**src/design/sampling_pkg.sv**
```systemverilog
package sampling_pkg;
   // ****************************************
   // Counter layout
   // ****************************************
   localparam int NUM_CTR = 8;
   localparam int NUM_SAMPLE_CTR = 4;
   localparam int STORE_CTR = 3;
   localparam int PDIST_CTR = 1;
   localparam int ADDR_W = 8;
   localparam int DATA_W = 32;
   localparam int REC_W = 64;

   // ****************************************
   // Register offsets
   // ****************************************
   localparam logic [7:0] REG_ENABLE_LO = 8'h00;
   localparam logic [7:0] REG_ENABLE_HI = 8'h04;
   localparam logic [7:0] REG_STATUS = 8'h08;
   localparam logic [7:0] REG_ARMED = 8'h0C;
   localparam logic [7:0] REG_SEL_BASE = 8'h20;
   localparam logic [7:0] REG_SEL_LAST = 8'h3C;

   // ****************************************
   // Sampling enable register fields
   // ****************************************
   localparam int EN_LAT_LSB = 32;
   localparam int EN_STORE_BIT = 63;
   localparam logic [63:0] ENABLE_RESET = 64'h0000_0000_0000_0000;
   localparam logic [31:0] SEL_RESET = 32'h0000_0000;
   localparam logic [7:0] STATUS_RESET = 8'h00;

   // ****************************************
   // Event selector fields
   // ****************************************
   localparam int SEL_EVT_LSB = 0;
   localparam int SEL_MASK_LSB = 8;
   localparam int SEL_EDGE_BIT = 18;
   localparam int SEL_ANY_BIT = 21;
   localparam int SEL_INV_BIT = 23;
   localparam int SEL_COUNTER_MASK_FIELD_LSB = 24;

   // ****************************************
   // Record field offsets
   // ****************************************
   localparam logic [7:0] REC_OFS_ADDR = 8'h98;
   localparam logic [7:0] REC_OFS_SOURCE = 8'hA0;
   localparam logic [7:0] REC_OFS_LATENCY = 8'hA8;
   localparam int SRC_STLB_BIT = 4;
   localparam int SRC_LOCK_BIT = 5;
   localparam int ST_L1_BIT = 0;

   // ****************************************
   // Eligible event selects
   // ****************************************
   localparam logic [7:0] EVT_INSTRUCTIONS_RETIRED_EVENT = 8'hC0;
   localparam logic [7:0] EVT_UOP_RETIRED = 8'hC2;
   localparam logic [7:0] EVT_BRANCH = 8'hC4;
   localparam logic [7:0] EVT_MISP_BRANCH = 8'hC5;
   localparam logic [7:0] EVT_MEM_TRANS = 8'hCD;
   localparam logic [7:0] EVT_MEM_UOP = 8'hD0;
   localparam logic [7:0] EVT_LOAD = 8'hD1;
   localparam logic [7:0] EVT_LLC_HIT_LOAD = 8'hD2;
   localparam logic [7:0] EVT_MISC_LOAD = 8'hD4;

   // ****************************************
   // Sub-event masks
   // ****************************************
   localparam logic [7:0] MASK_PRECISE_DISTRIBUTION_SUBEVENT = 8'h01;
   localparam logic [7:0] MASK_LOAD_LAT = 8'h01;
   localparam logic [7:0] MASK_STORE_CAP = 8'h02;
   localparam logic [7:0] MASK_LLC_MISS = 8'h02;
   localparam logic [7:0] MASKS_UOP = 8'h03;
   localparam logic [7:0] MASKS_BRANCH = 8'h7F;
   localparam logic [7:0] MASKS_MISP = 8'h37;
   localparam logic [7:0] MASKS_MEM_UOP = 8'hF3;
   localparam logic [7:0] MASKS_LOAD = 8'h47;
   localparam logic [7:0] MASKS_LLC_HIT = 8'h0F;

   typedef enum logic [1:0] {PH_IDLE, PH_CLEAR} phase_e;
endpackage

```
**src/design/precise_sampling_record_logic.sv**
```systemverilog
`timescale 1ns/1ps
// Function
// - Only counters zero to three sample; four to seven never arm or record.
// - Enable bit 63 lets counter three capture store information.
// - Store capture happens on counter three alone.
// - Field 98H holds load source or store destination linear address.
// - In load-latency mode field A0H holds source, translation miss and lock.
// - In store-capture mode field A0H holds store status bits.
// - In load-latency mode field A8H holds the load latency.
// - In store-capture mode field A8H is written zero.
// - After a record, clear overflow status of overflowed and enabled counters zero to three.
// - Overflow status of other counters stays unchanged.
// - Precise-distribution mask 01H of event C0H is eligible only on counter one.
// - Event C2H with masks 01H and 02H is eligible.
// - Event C4H with masks 01H to 40H listed is eligible.
// - Event C5H with masks 01H, 02H, 04H, 10H, 20H is eligible.
// - Event CDH mask 01H is load latency, mask 02H is store capture.
// - Event D0H with masks 01H, 02H, 10H, 20H, 40H, 80H is eligible.
// - Event D1H with masks 01H, 02H, 04H, 40H is eligible.
// - Event D2H with masks 01H, 02H, 04H, 08H is eligible.
// - Event D4H with mask 02H is eligible.
module precise_sampling_record_logic
   import sampling_pkg::*;
#(
   parameter int NUM_COUNTERS = NUM_CTR,
   parameter int LAT_W = 16
) (
   input wire logic mclk,
   input wire logic rst_b,
   input wire logic [ADDR_W-1:0] regAddr,
   input wire logic [DATA_W-1:0] regWdata,
   input wire logic regWr,
   input wire logic regRd,
   output logic [DATA_W-1:0] regRdata,
   input wire logic [NUM_COUNTERS-1:0] ctrOverflow,
   input wire logic [NUM_COUNTERS-1:0] sampleEvent,
   input wire logic [REC_W-1:0] loadAddr,
   input wire logic [3:0] loadSource,
   input wire logic loadStlbMiss,
   input wire logic loadLocked,
   input wire logic [LAT_W-1:0] loadLatency,
   input wire logic [REC_W-1:0] storeAddr,
   input wire logic storeL1Hit,
   input wire logic storeStlbMiss,
   input wire logic storeLocked,
   output logic recValid,
   output logic [2:0] recCounter,
   output logic [REC_W-1:0] recLinAddr,
   output logic [REC_W-1:0] recDataSrc,
   output logic [REC_W-1:0] recLatency,
   output logic [NUM_COUNTERS-1:0] overflowStatus,
   output logic [NUM_COUNTERS-1:0] armed
);

   // ****************************************
   // Eligibility table
   // ****************************************
   function automatic logic listedMask(input logic [7:0] evt, input logic [7:0] msk);
      listedMask = 1'b0;
      case (evt)
         EVT_UOP_RETIRED: begin
            case (msk)
               8'h01: listedMask = 1'b1;
               8'h02: listedMask = 1'b1;
               default: listedMask = 1'b0;
            endcase
         end
         EVT_BRANCH: begin
            case (msk)
               8'h01: listedMask = 1'b1;
               8'h02: listedMask = 1'b1;
               8'h04: listedMask = 1'b1;
               8'h08: listedMask = 1'b1;
               8'h10: listedMask = 1'b1;
               8'h20: listedMask = 1'b1;
               8'h40: listedMask = 1'b1;
               default: listedMask = 1'b0;
            endcase
         end
         EVT_MISP_BRANCH: begin
            case (msk)
               8'h01: listedMask = 1'b1;
               8'h02: listedMask = 1'b1;
               8'h04: listedMask = 1'b1;
               8'h10: listedMask = 1'b1;
               8'h20: listedMask = 1'b1;
               default: listedMask = 1'b0;
            endcase
         end
         EVT_MEM_UOP: begin
            case (msk)
               8'h01: listedMask = 1'b1;
               8'h02: listedMask = 1'b1;
               8'h10: listedMask = 1'b1;
               8'h20: listedMask = 1'b1;
               8'h40: listedMask = 1'b1;
               8'h80: listedMask = 1'b1;
               default: listedMask = 1'b0;
            endcase
         end
         EVT_LOAD: begin
            case (msk)
               8'h01: listedMask = 1'b1;
               8'h02: listedMask = 1'b1;
               8'h04: listedMask = 1'b1;
               8'h40: listedMask = 1'b1;
               default: listedMask = 1'b0;
            endcase
         end
         EVT_LLC_HIT_LOAD: begin
            case (msk)
               8'h01: listedMask = 1'b1;
               8'h02: listedMask = 1'b1;
               8'h04: listedMask = 1'b1;
               8'h08: listedMask = 1'b1;
               default: listedMask = 1'b0;
            endcase
         end
         default: listedMask = 1'b0;
      endcase
   endfunction

   function automatic logic eventOk(input logic [31:0] sel, input int idx);
      logic [7:0] evt;
      logic [7:0] msk;
      logic anyOff;
      logic edgeOff;
      logic invOff;
      logic cmaskOff;
      logic clean;
      evt = sel[SEL_EVT_LSB +: 8];
      msk = sel[SEL_MASK_LSB +: 8];
      anyOff = !sel[SEL_ANY_BIT];
      edgeOff = !sel[SEL_EDGE_BIT];
      invOff = !sel[SEL_INV_BIT];
      cmaskOff = (sel[SEL_COUNTER_MASK_FIELD_LSB +: 8] == 8'h00);
      clean = anyOff && edgeOff && invOff && cmaskOff;
      case (evt)
         EVT_INSTRUCTIONS_RETIRED_EVENT: eventOk = (msk == MASK_PRECISE_DISTRIBUTION_SUBEVENT) && (idx == PDIST_CTR);
         EVT_UOP_RETIRED: eventOk = listedMask(evt, msk);
         EVT_BRANCH: eventOk = listedMask(evt, msk);
         EVT_MISP_BRANCH: eventOk = listedMask(evt, msk);
         EVT_MEM_TRANS: eventOk = (msk == MASK_LOAD_LAT)
            || ((msk == MASK_STORE_CAP) && (idx == STORE_CTR));
         EVT_MEM_UOP: eventOk = listedMask(evt, msk);
         EVT_LOAD: eventOk = listedMask(evt, msk);
         EVT_LLC_HIT_LOAD: eventOk = listedMask(evt, msk);
         EVT_MISC_LOAD: eventOk = (msk == MASK_LLC_MISS);
         default: eventOk = 1'b0;
      endcase
      eventOk = eventOk && clean;
   endfunction

   // ****************************************
   // Record field formats
   // ****************************************
   function automatic logic [REC_W-1:0] loadSrcWord(input logic [3:0] src,
         input logic stlb, input logic lock);
      loadSrcWord = '0;
      loadSrcWord[3:0] = src;
      loadSrcWord[SRC_STLB_BIT] = stlb;
      loadSrcWord[SRC_LOCK_BIT] = lock;
   endfunction

   function automatic logic [REC_W-1:0] storeWord(input logic l1Hit, input logic stlb,
         input logic lock);
      storeWord = '0;
      storeWord[ST_L1_BIT] = l1Hit;
      storeWord[SRC_STLB_BIT] = stlb;
      storeWord[SRC_LOCK_BIT] = lock;
   endfunction

   // ****************************************
   // Registers
   // ****************************************
   logic [63:0] sampleEnable;
   logic [31:0] evtSel [NUM_COUNTERS];
   phase_e phase;
   logic [NUM_COUNTERS-1:0] eligible;
   logic [NUM_COUNTERS-1:0] fire;
   logic [NUM_COUNTERS-1:0] clearMask;
   logic [NUM_COUNTERS-1:0] storeCtr;
   logic [NUM_COUNTERS-1:0] latCtr;
   logic [NUM_COUNTERS-1:0] swClear;
   logic [2:0] next_recCounter;
   logic storeMode;
   logic latMode;
   logic selHit;
   logic [2:0] selIdx;

   assign selHit = (regAddr >= REG_SEL_BASE) && (regAddr <= REG_SEL_LAST)
      && (regAddr[1:0] == 2'b00);
   assign selIdx = 3'((regAddr - REG_SEL_BASE) >> 2);

   // ****************************************
   // Enable register
   // ****************************************
   always_ff @(posedge mclk or negedge rst_b) begin
      if (!rst_b) begin
         sampleEnable <= ENABLE_RESET;
      end else if (regWr && regAddr == REG_ENABLE_LO) begin
         sampleEnable[31:0] <= regWdata;
      end else if (regWr && regAddr == REG_ENABLE_HI) begin
         sampleEnable[63:32] <= regWdata;
      end
   end

   // ****************************************
   // Per-counter selectors and arming
   // ****************************************
   genvar g;
   generate
      for (g = 0; g < NUM_COUNTERS; g++) begin : gCtr
         always_ff @(posedge mclk or negedge rst_b) begin
            if (!rst_b) begin
               evtSel[g] <= SEL_RESET;
            end else if (regWr && selHit && selIdx == 3'(g)) begin
               evtSel[g] <= regWdata;
            end
         end

         if (g < NUM_SAMPLE_CTR) begin : gSample
            assign eligible[g] = sampleEnable[g] && eventOk(evtSel[g], g);
            if (g == STORE_CTR) begin : gStore
               assign storeCtr[g] = sampleEnable[EN_STORE_BIT]
                  && (evtSel[g][15:0] == {MASK_STORE_CAP, EVT_MEM_TRANS});
            end else begin : gNoStore
               assign storeCtr[g] = 1'b0;
            end
            assign latCtr[g] = sampleEnable[EN_LAT_LSB + g]
               && (evtSel[g][15:0] == {MASK_LOAD_LAT, EVT_MEM_TRANS});
         end else begin : gPlain
            assign eligible[g] = 1'b0;
            assign storeCtr[g] = 1'b0;
            assign latCtr[g] = 1'b0;
         end

         // Overflow arms, the following event fires
         always_ff @(posedge mclk or negedge rst_b) begin
            if (!rst_b) begin
               armed[g] <= 1'b0;
            end else if (!eligible[g]) begin
               armed[g] <= 1'b0;
            end else if (fire[g]) begin
               armed[g] <= 1'b0;
            end else if (ctrOverflow[g]) begin
               armed[g] <= 1'b1;
            end
         end
      end
   endgenerate

   // ****************************************
   // Record generation
   // ****************************************
   always_comb begin
      fire = '0;
      next_recCounter = 3'd0;
      for (int i = NUM_COUNTERS - 1; i >= 0; i--) begin
         if (armed[i] && sampleEvent[i] && phase == PH_IDLE) begin
            fire = '0;
            fire[i] = 1'b1;
            next_recCounter = 3'(i);
         end
      end
   end

   // ****************************************
   // Sampling mode
   // ****************************************
   always_comb begin
      storeMode = |(fire & storeCtr);
      latMode = |(fire & latCtr);
   end

   always_ff @(posedge mclk or negedge rst_b) begin
      if (!rst_b) begin
         recValid <= 1'b0;
         recCounter <= 3'd0;
      end else begin
         recValid <= |fire;
         if (|fire) begin
            recCounter <= next_recCounter;
         end
      end
   end

   // ****************************************
   // Record fields
   // ****************************************
   always_ff @(posedge mclk or negedge rst_b) begin
      if (!rst_b) begin
         recLinAddr <= '0;
         recDataSrc <= '0;
         recLatency <= '0;
      end else if (|fire) begin
         recLinAddr <= '0;
         recDataSrc <= '0;
         recLatency <= '0;
         if (storeMode) begin
            recLinAddr <= storeAddr;
            recDataSrc <= storeWord(storeL1Hit, storeStlbMiss, storeLocked);
            recLatency <= '0;
         end else if (latMode) begin
            recLinAddr <= loadAddr;
            recDataSrc <= loadSrcWord(loadSource, loadStlbMiss, loadLocked);
            recLatency <= REC_W'(loadLatency);
         end
      end
   end

   // ****************************************
   // Overflow status and post-record clear
   // ****************************************
   always_ff @(posedge mclk or negedge rst_b) begin
      if (!rst_b) begin
         phase <= PH_IDLE;
      end else begin
         case (phase)
            PH_IDLE: phase <= (|fire) ? PH_CLEAR : PH_IDLE;
            PH_CLEAR: phase <= PH_IDLE;
            default: phase <= PH_IDLE;
         endcase
      end
   end

   always_comb begin
      clearMask = '0;
      if (phase == PH_CLEAR) begin
         clearMask = overflowStatus & NUM_COUNTERS'(sampleEnable[NUM_SAMPLE_CTR-1:0]);
      end
   end

   assign swClear = (regWr && regAddr == REG_STATUS) ? regWdata[NUM_COUNTERS-1:0] : '0;

   // Set wins over either clear
   always_ff @(posedge mclk or negedge rst_b) begin
      if (!rst_b) begin
         overflowStatus <= STATUS_RESET;
      end else begin
         overflowStatus <= (overflowStatus & ~(clearMask | swClear)) | ctrOverflow;
      end
   end

   // ****************************************
   // Read port
   // ****************************************
   always_ff @(posedge mclk or negedge rst_b) begin
      if (!rst_b) begin
         regRdata <= '0;
      end else if (regRd) begin
         regRdata <= '0;
         if (regAddr == REG_ENABLE_LO) begin
            regRdata <= sampleEnable[31:0];
         end else if (regAddr == REG_ENABLE_HI) begin
            regRdata <= sampleEnable[63:32];
         end else if (regAddr == REG_STATUS) begin
            regRdata <= DATA_W'(overflowStatus);
         end else if (regAddr == REG_ARMED) begin
            regRdata <= DATA_W'(armed);
         end else if (selHit) begin
            regRdata <= evtSel[selIdx];
         end
      end else begin
         regRdata <= '0;
      end
   end

endmodule

```
**config.mk**
```make
export PLATFORM = sky130hd
export DESIGN_NAME = precise_sampling_record_logic
export DESIGN_NICKNAME = d
export VERILOG_FILES = /design/src/design/sampling_pkg.sv /design/src/design/precise_sampling_record_logic.sv
export SDC_FILE = /design/constraint.sdc
export NUM_CORES = 1
export LEC_CHECK = 0
export BUFFER_PORTS_ARGS = -buffer_cell sky130_fd_sc_hd__buf_2
export CAP_MARGIN = 5
export CORE_MARGIN = 1
export CORE_UTILIZATION = 57
export DETAILED_ROUTE_END_ITERATION = 8
export HOLD_SLACK_MARGIN = 0.08
export PLACE_DENSITY = 0.8
export SYNTH_ARGS = -nofsm -noshare
export SYNTH_HDL_FRONTEND = slang
export SYNTH_SLANG_ARGS = --single-unit
```
**constraint.sdc**
```tcl
create_clock -name mclk -period 6.4 [get_ports mclk]
set_clock_uncertainty 0.05 [all_clocks]
set_input_delay 0 -clock mclk [delete_from_list [all_inputs] [get_ports mclk]]
set_output_delay 0 -clock mclk [all_outputs]
set_load 0.03 [all_outputs]
```
==> impl_metrics.ini <==
[placement]
port-buffer-count = 341
placed_cell_area_sq_um = 23800
dp.cells = 2455
dp_hpwl_mm = 39.7
place_congestion = 0.904

[detailed_routing]
drt_iter0_drc = 1344
dr.pass1.iters = 6
via_per_inst = 6.15
vias = 17000
ant_nets = 0
drc = 0
wire_per_inst_um = 23.9
routed_wl_mm = 66.3

[die]
dieArea_sq_um = 39900
die_w_um = 200
start_util_pct = 57.7
io_pins = 457
coreArea_sq_um = 38600
rows = 72
die_h_um = 200

[synth]
synth_top_area_cell = dfrtp_1
netlist_area_sq_um = 22300
synth.area.top_cells = dfrtp_1 51%, mux2_2 18%, mux4_2 5.7%
netlist.area_leader.share_pct = 51.0
ys_warn_count = 0
ys_seq_area_share_pct = 51.0
async_flop_share_pct = 100
ys_types = 65
avgSynthCellArea_sq_um = 12.9
synth_edf_count = 0
ys_ff_latch = 454
synth-main-ff-cell = dfrtp_1
synth_cells = 1733

[sta]
finalSetupViolCount = 0
tightest_slew_ps = 1280
finalMaxSlewViolations = 0
fin_tns_setup_ps = 0
post-route-period-util_pct = 58.7
fmax_ghz = 0.266
min_period_ps = 3750
rsz0062_at_grt = false
whs_ps = 101
max_slew_margin_pct = 14.4
hold_viol = 0

[layout]
stdcell_area_sq_um = 27600
stdcell_count = 2769
area_growth_pct = 23.9
fin_nets = 2422
drive_gt1_share_pct = 38.7
fillers = 2474

[clock_tree]
cts_max_level = 2
clkSinkCount = 454
clk_pin_slew_worst_paths_ps = 70
cts_resized = 0
clock_path_buffers = 3
root_buffer = clkbuf_16
clk-insertion-delay-late_ps = 590
cts_tree = built
numCtsBuffers = 47

[power]
power_uw = 6450
p_leak_uw = 0.0143
power.density_nw_per_um2 = 233
ir_drop_mv = 0.232

[flow_run]
max_cap_violations = 0

[setup_path]
regToRegStartpoint = evtSel[206]
end_kind = flop
critical_path_peak_fanout = 86
worstSetupStartpoint = evtSel[206]
path_class = flop to flop
crit_required_ps = 6870
arrival_ps = 4220
r2r_cells = 7
crit_path_start_kind = flop

[min_path]
hold_class = input pin to flop
hold_path_startpoint = regAddr[4]
holdPathStages = 4

[grt]
grt_first_pass_wirelength_mm = 100
antenna_found_initial = 8
grt_overflow = 0
grt_usage_pct = 33.3
grt_pass1_vias = 17200
grt_max_degree = 189

[outcome]
status = completed
[stage by stage]
stage / worst slack (ps) / utilization (%)
5_1_grt: 2550 / 71.5
3_3_place_gp: 2850 / 61.6
6_report: 2650 / 71.5
3_5_place_dp: 2910 / 61.6
2_1_floorplan: 4040 / -
4_1_cts: 2730 / 71.4
[kinds of logic (layout without fill, tap and decap cells)]
kind of cell,Yosys count,count (layout),synth area share [%]
flip-flops,454,454,51.0
multiplexers,422,422,24.1
AO/OA/AOI/OAI,308,308,10.7
buffers and inverters,285,684,7.06
AND/OR/NAND/NOR,254,254,6.81
XOR/XNOR,9,9,0.354
other,1,120,0.0168
[power by group]
part	total [uW]	internal [uW]	leakage (uW)	switching (uW)
Combinational	638	284	0.00727	355
Sequential	3060	2970	0.00624	91.5
Clock	2750	1600	0.000768	1150
Total	6450	4850	0.0143	1600
[layout by cell type (no fill, tap or decap), types with 36 or more instances in the layout]
master	synthesis	layout
a21o_1	71	71
a22o_1	91	91
buf_2	39	338
clkbuf_16	0	48
conb_1	1	111
dfrtp_1	454	454
dlygate4sd3_1	0	222
mux2_2	356	356
mux4_2	56	56
nand2_1	36	36
nor2b_1	42	41
[worst max-delay path, cell delays in order (launching register included)]
cell and delay (ps):
dfrtp_1 460, or4_4 580, or3_1 330, or4_1 540, nand4_4 110, buf_4 730, a21o_1 210, dlygate4sd3_1 610
[state kept, by name (all words and copies together), names as in the netlist]
name / flops
regRdata: 32
armed: 4
sampleEnable: 64
recValid: 1
recCounter: 2
recLatency: 16
recDataSrc: 6
overflowStatus: 8
recLinAddr: 64
phase: 1
evtSel: 256
[layer usage]
metal | GRT usage (%) | routed length [um] | vias to the layer above
met5 | 1.48 | 90 | -
met4 | 15.8 | 2960 | 6
met3 | 10.2 | 5870 | 237
met2 | 51.2 | 31700 | 946
met1 | 43.1 | 25700 | 8682
li1 | - | - | 7169
[final timing paths]
kind,end,slack [ps]
max in group asynchronous,evtSel[69],4760
setup / recovery,recLinAddr[50],2650
hold / removal,regRdata[16],100
min in group asynchronous,evtSel[235],620
setup reg to reg,recLinAddr[50],2650
hold reg to reg,recLatency[6],450
[cell type report]
type                    count  area (sq um)  share of cell area (%)
diodes                      9          22.5                  0.0815
clock buffers              71          1450                    5.24
clock inverters            11           101                   0.367
inverters                  18          67.6                   0.245
multi-input cells        1104          9840                    35.6
flip-flops and latches    454         11400                    41.1
well taps                 518           648                    2.35
repair buffers            584          4130                    15.0
[cell usage after synthesis (8+ instances only)]
cell type	n
nand3_1	8
clkbuf_1	76
a222oi_1	24
mux4_2	56
a221oi_1	8
nor3_1	16
buf_1	36
nor2b_1	42
a21o_1	71
buf_2	39
nand4_1	17
nor2_1	35
a21oi_1	23
mux2i_1	10
nor3b_1	9
o21ai_0	33
inv_1	18
nand2b_1	12
nor4_1	20
buf_4	111
mux2_2	356
xor2_1	8
a22o_1	91
dfrtp_1	454
nand2_1	36
nor4b_1	14
[repair_timing]
| action | 4_1_cts | 5_1_grt |
|---|---|---|
| hold buffers | 223 | 0 |
| hold endpoints to repair | 561 | 0 |
| setup buffers | 0 | 0 |
(Power assumes the default switching activity.)
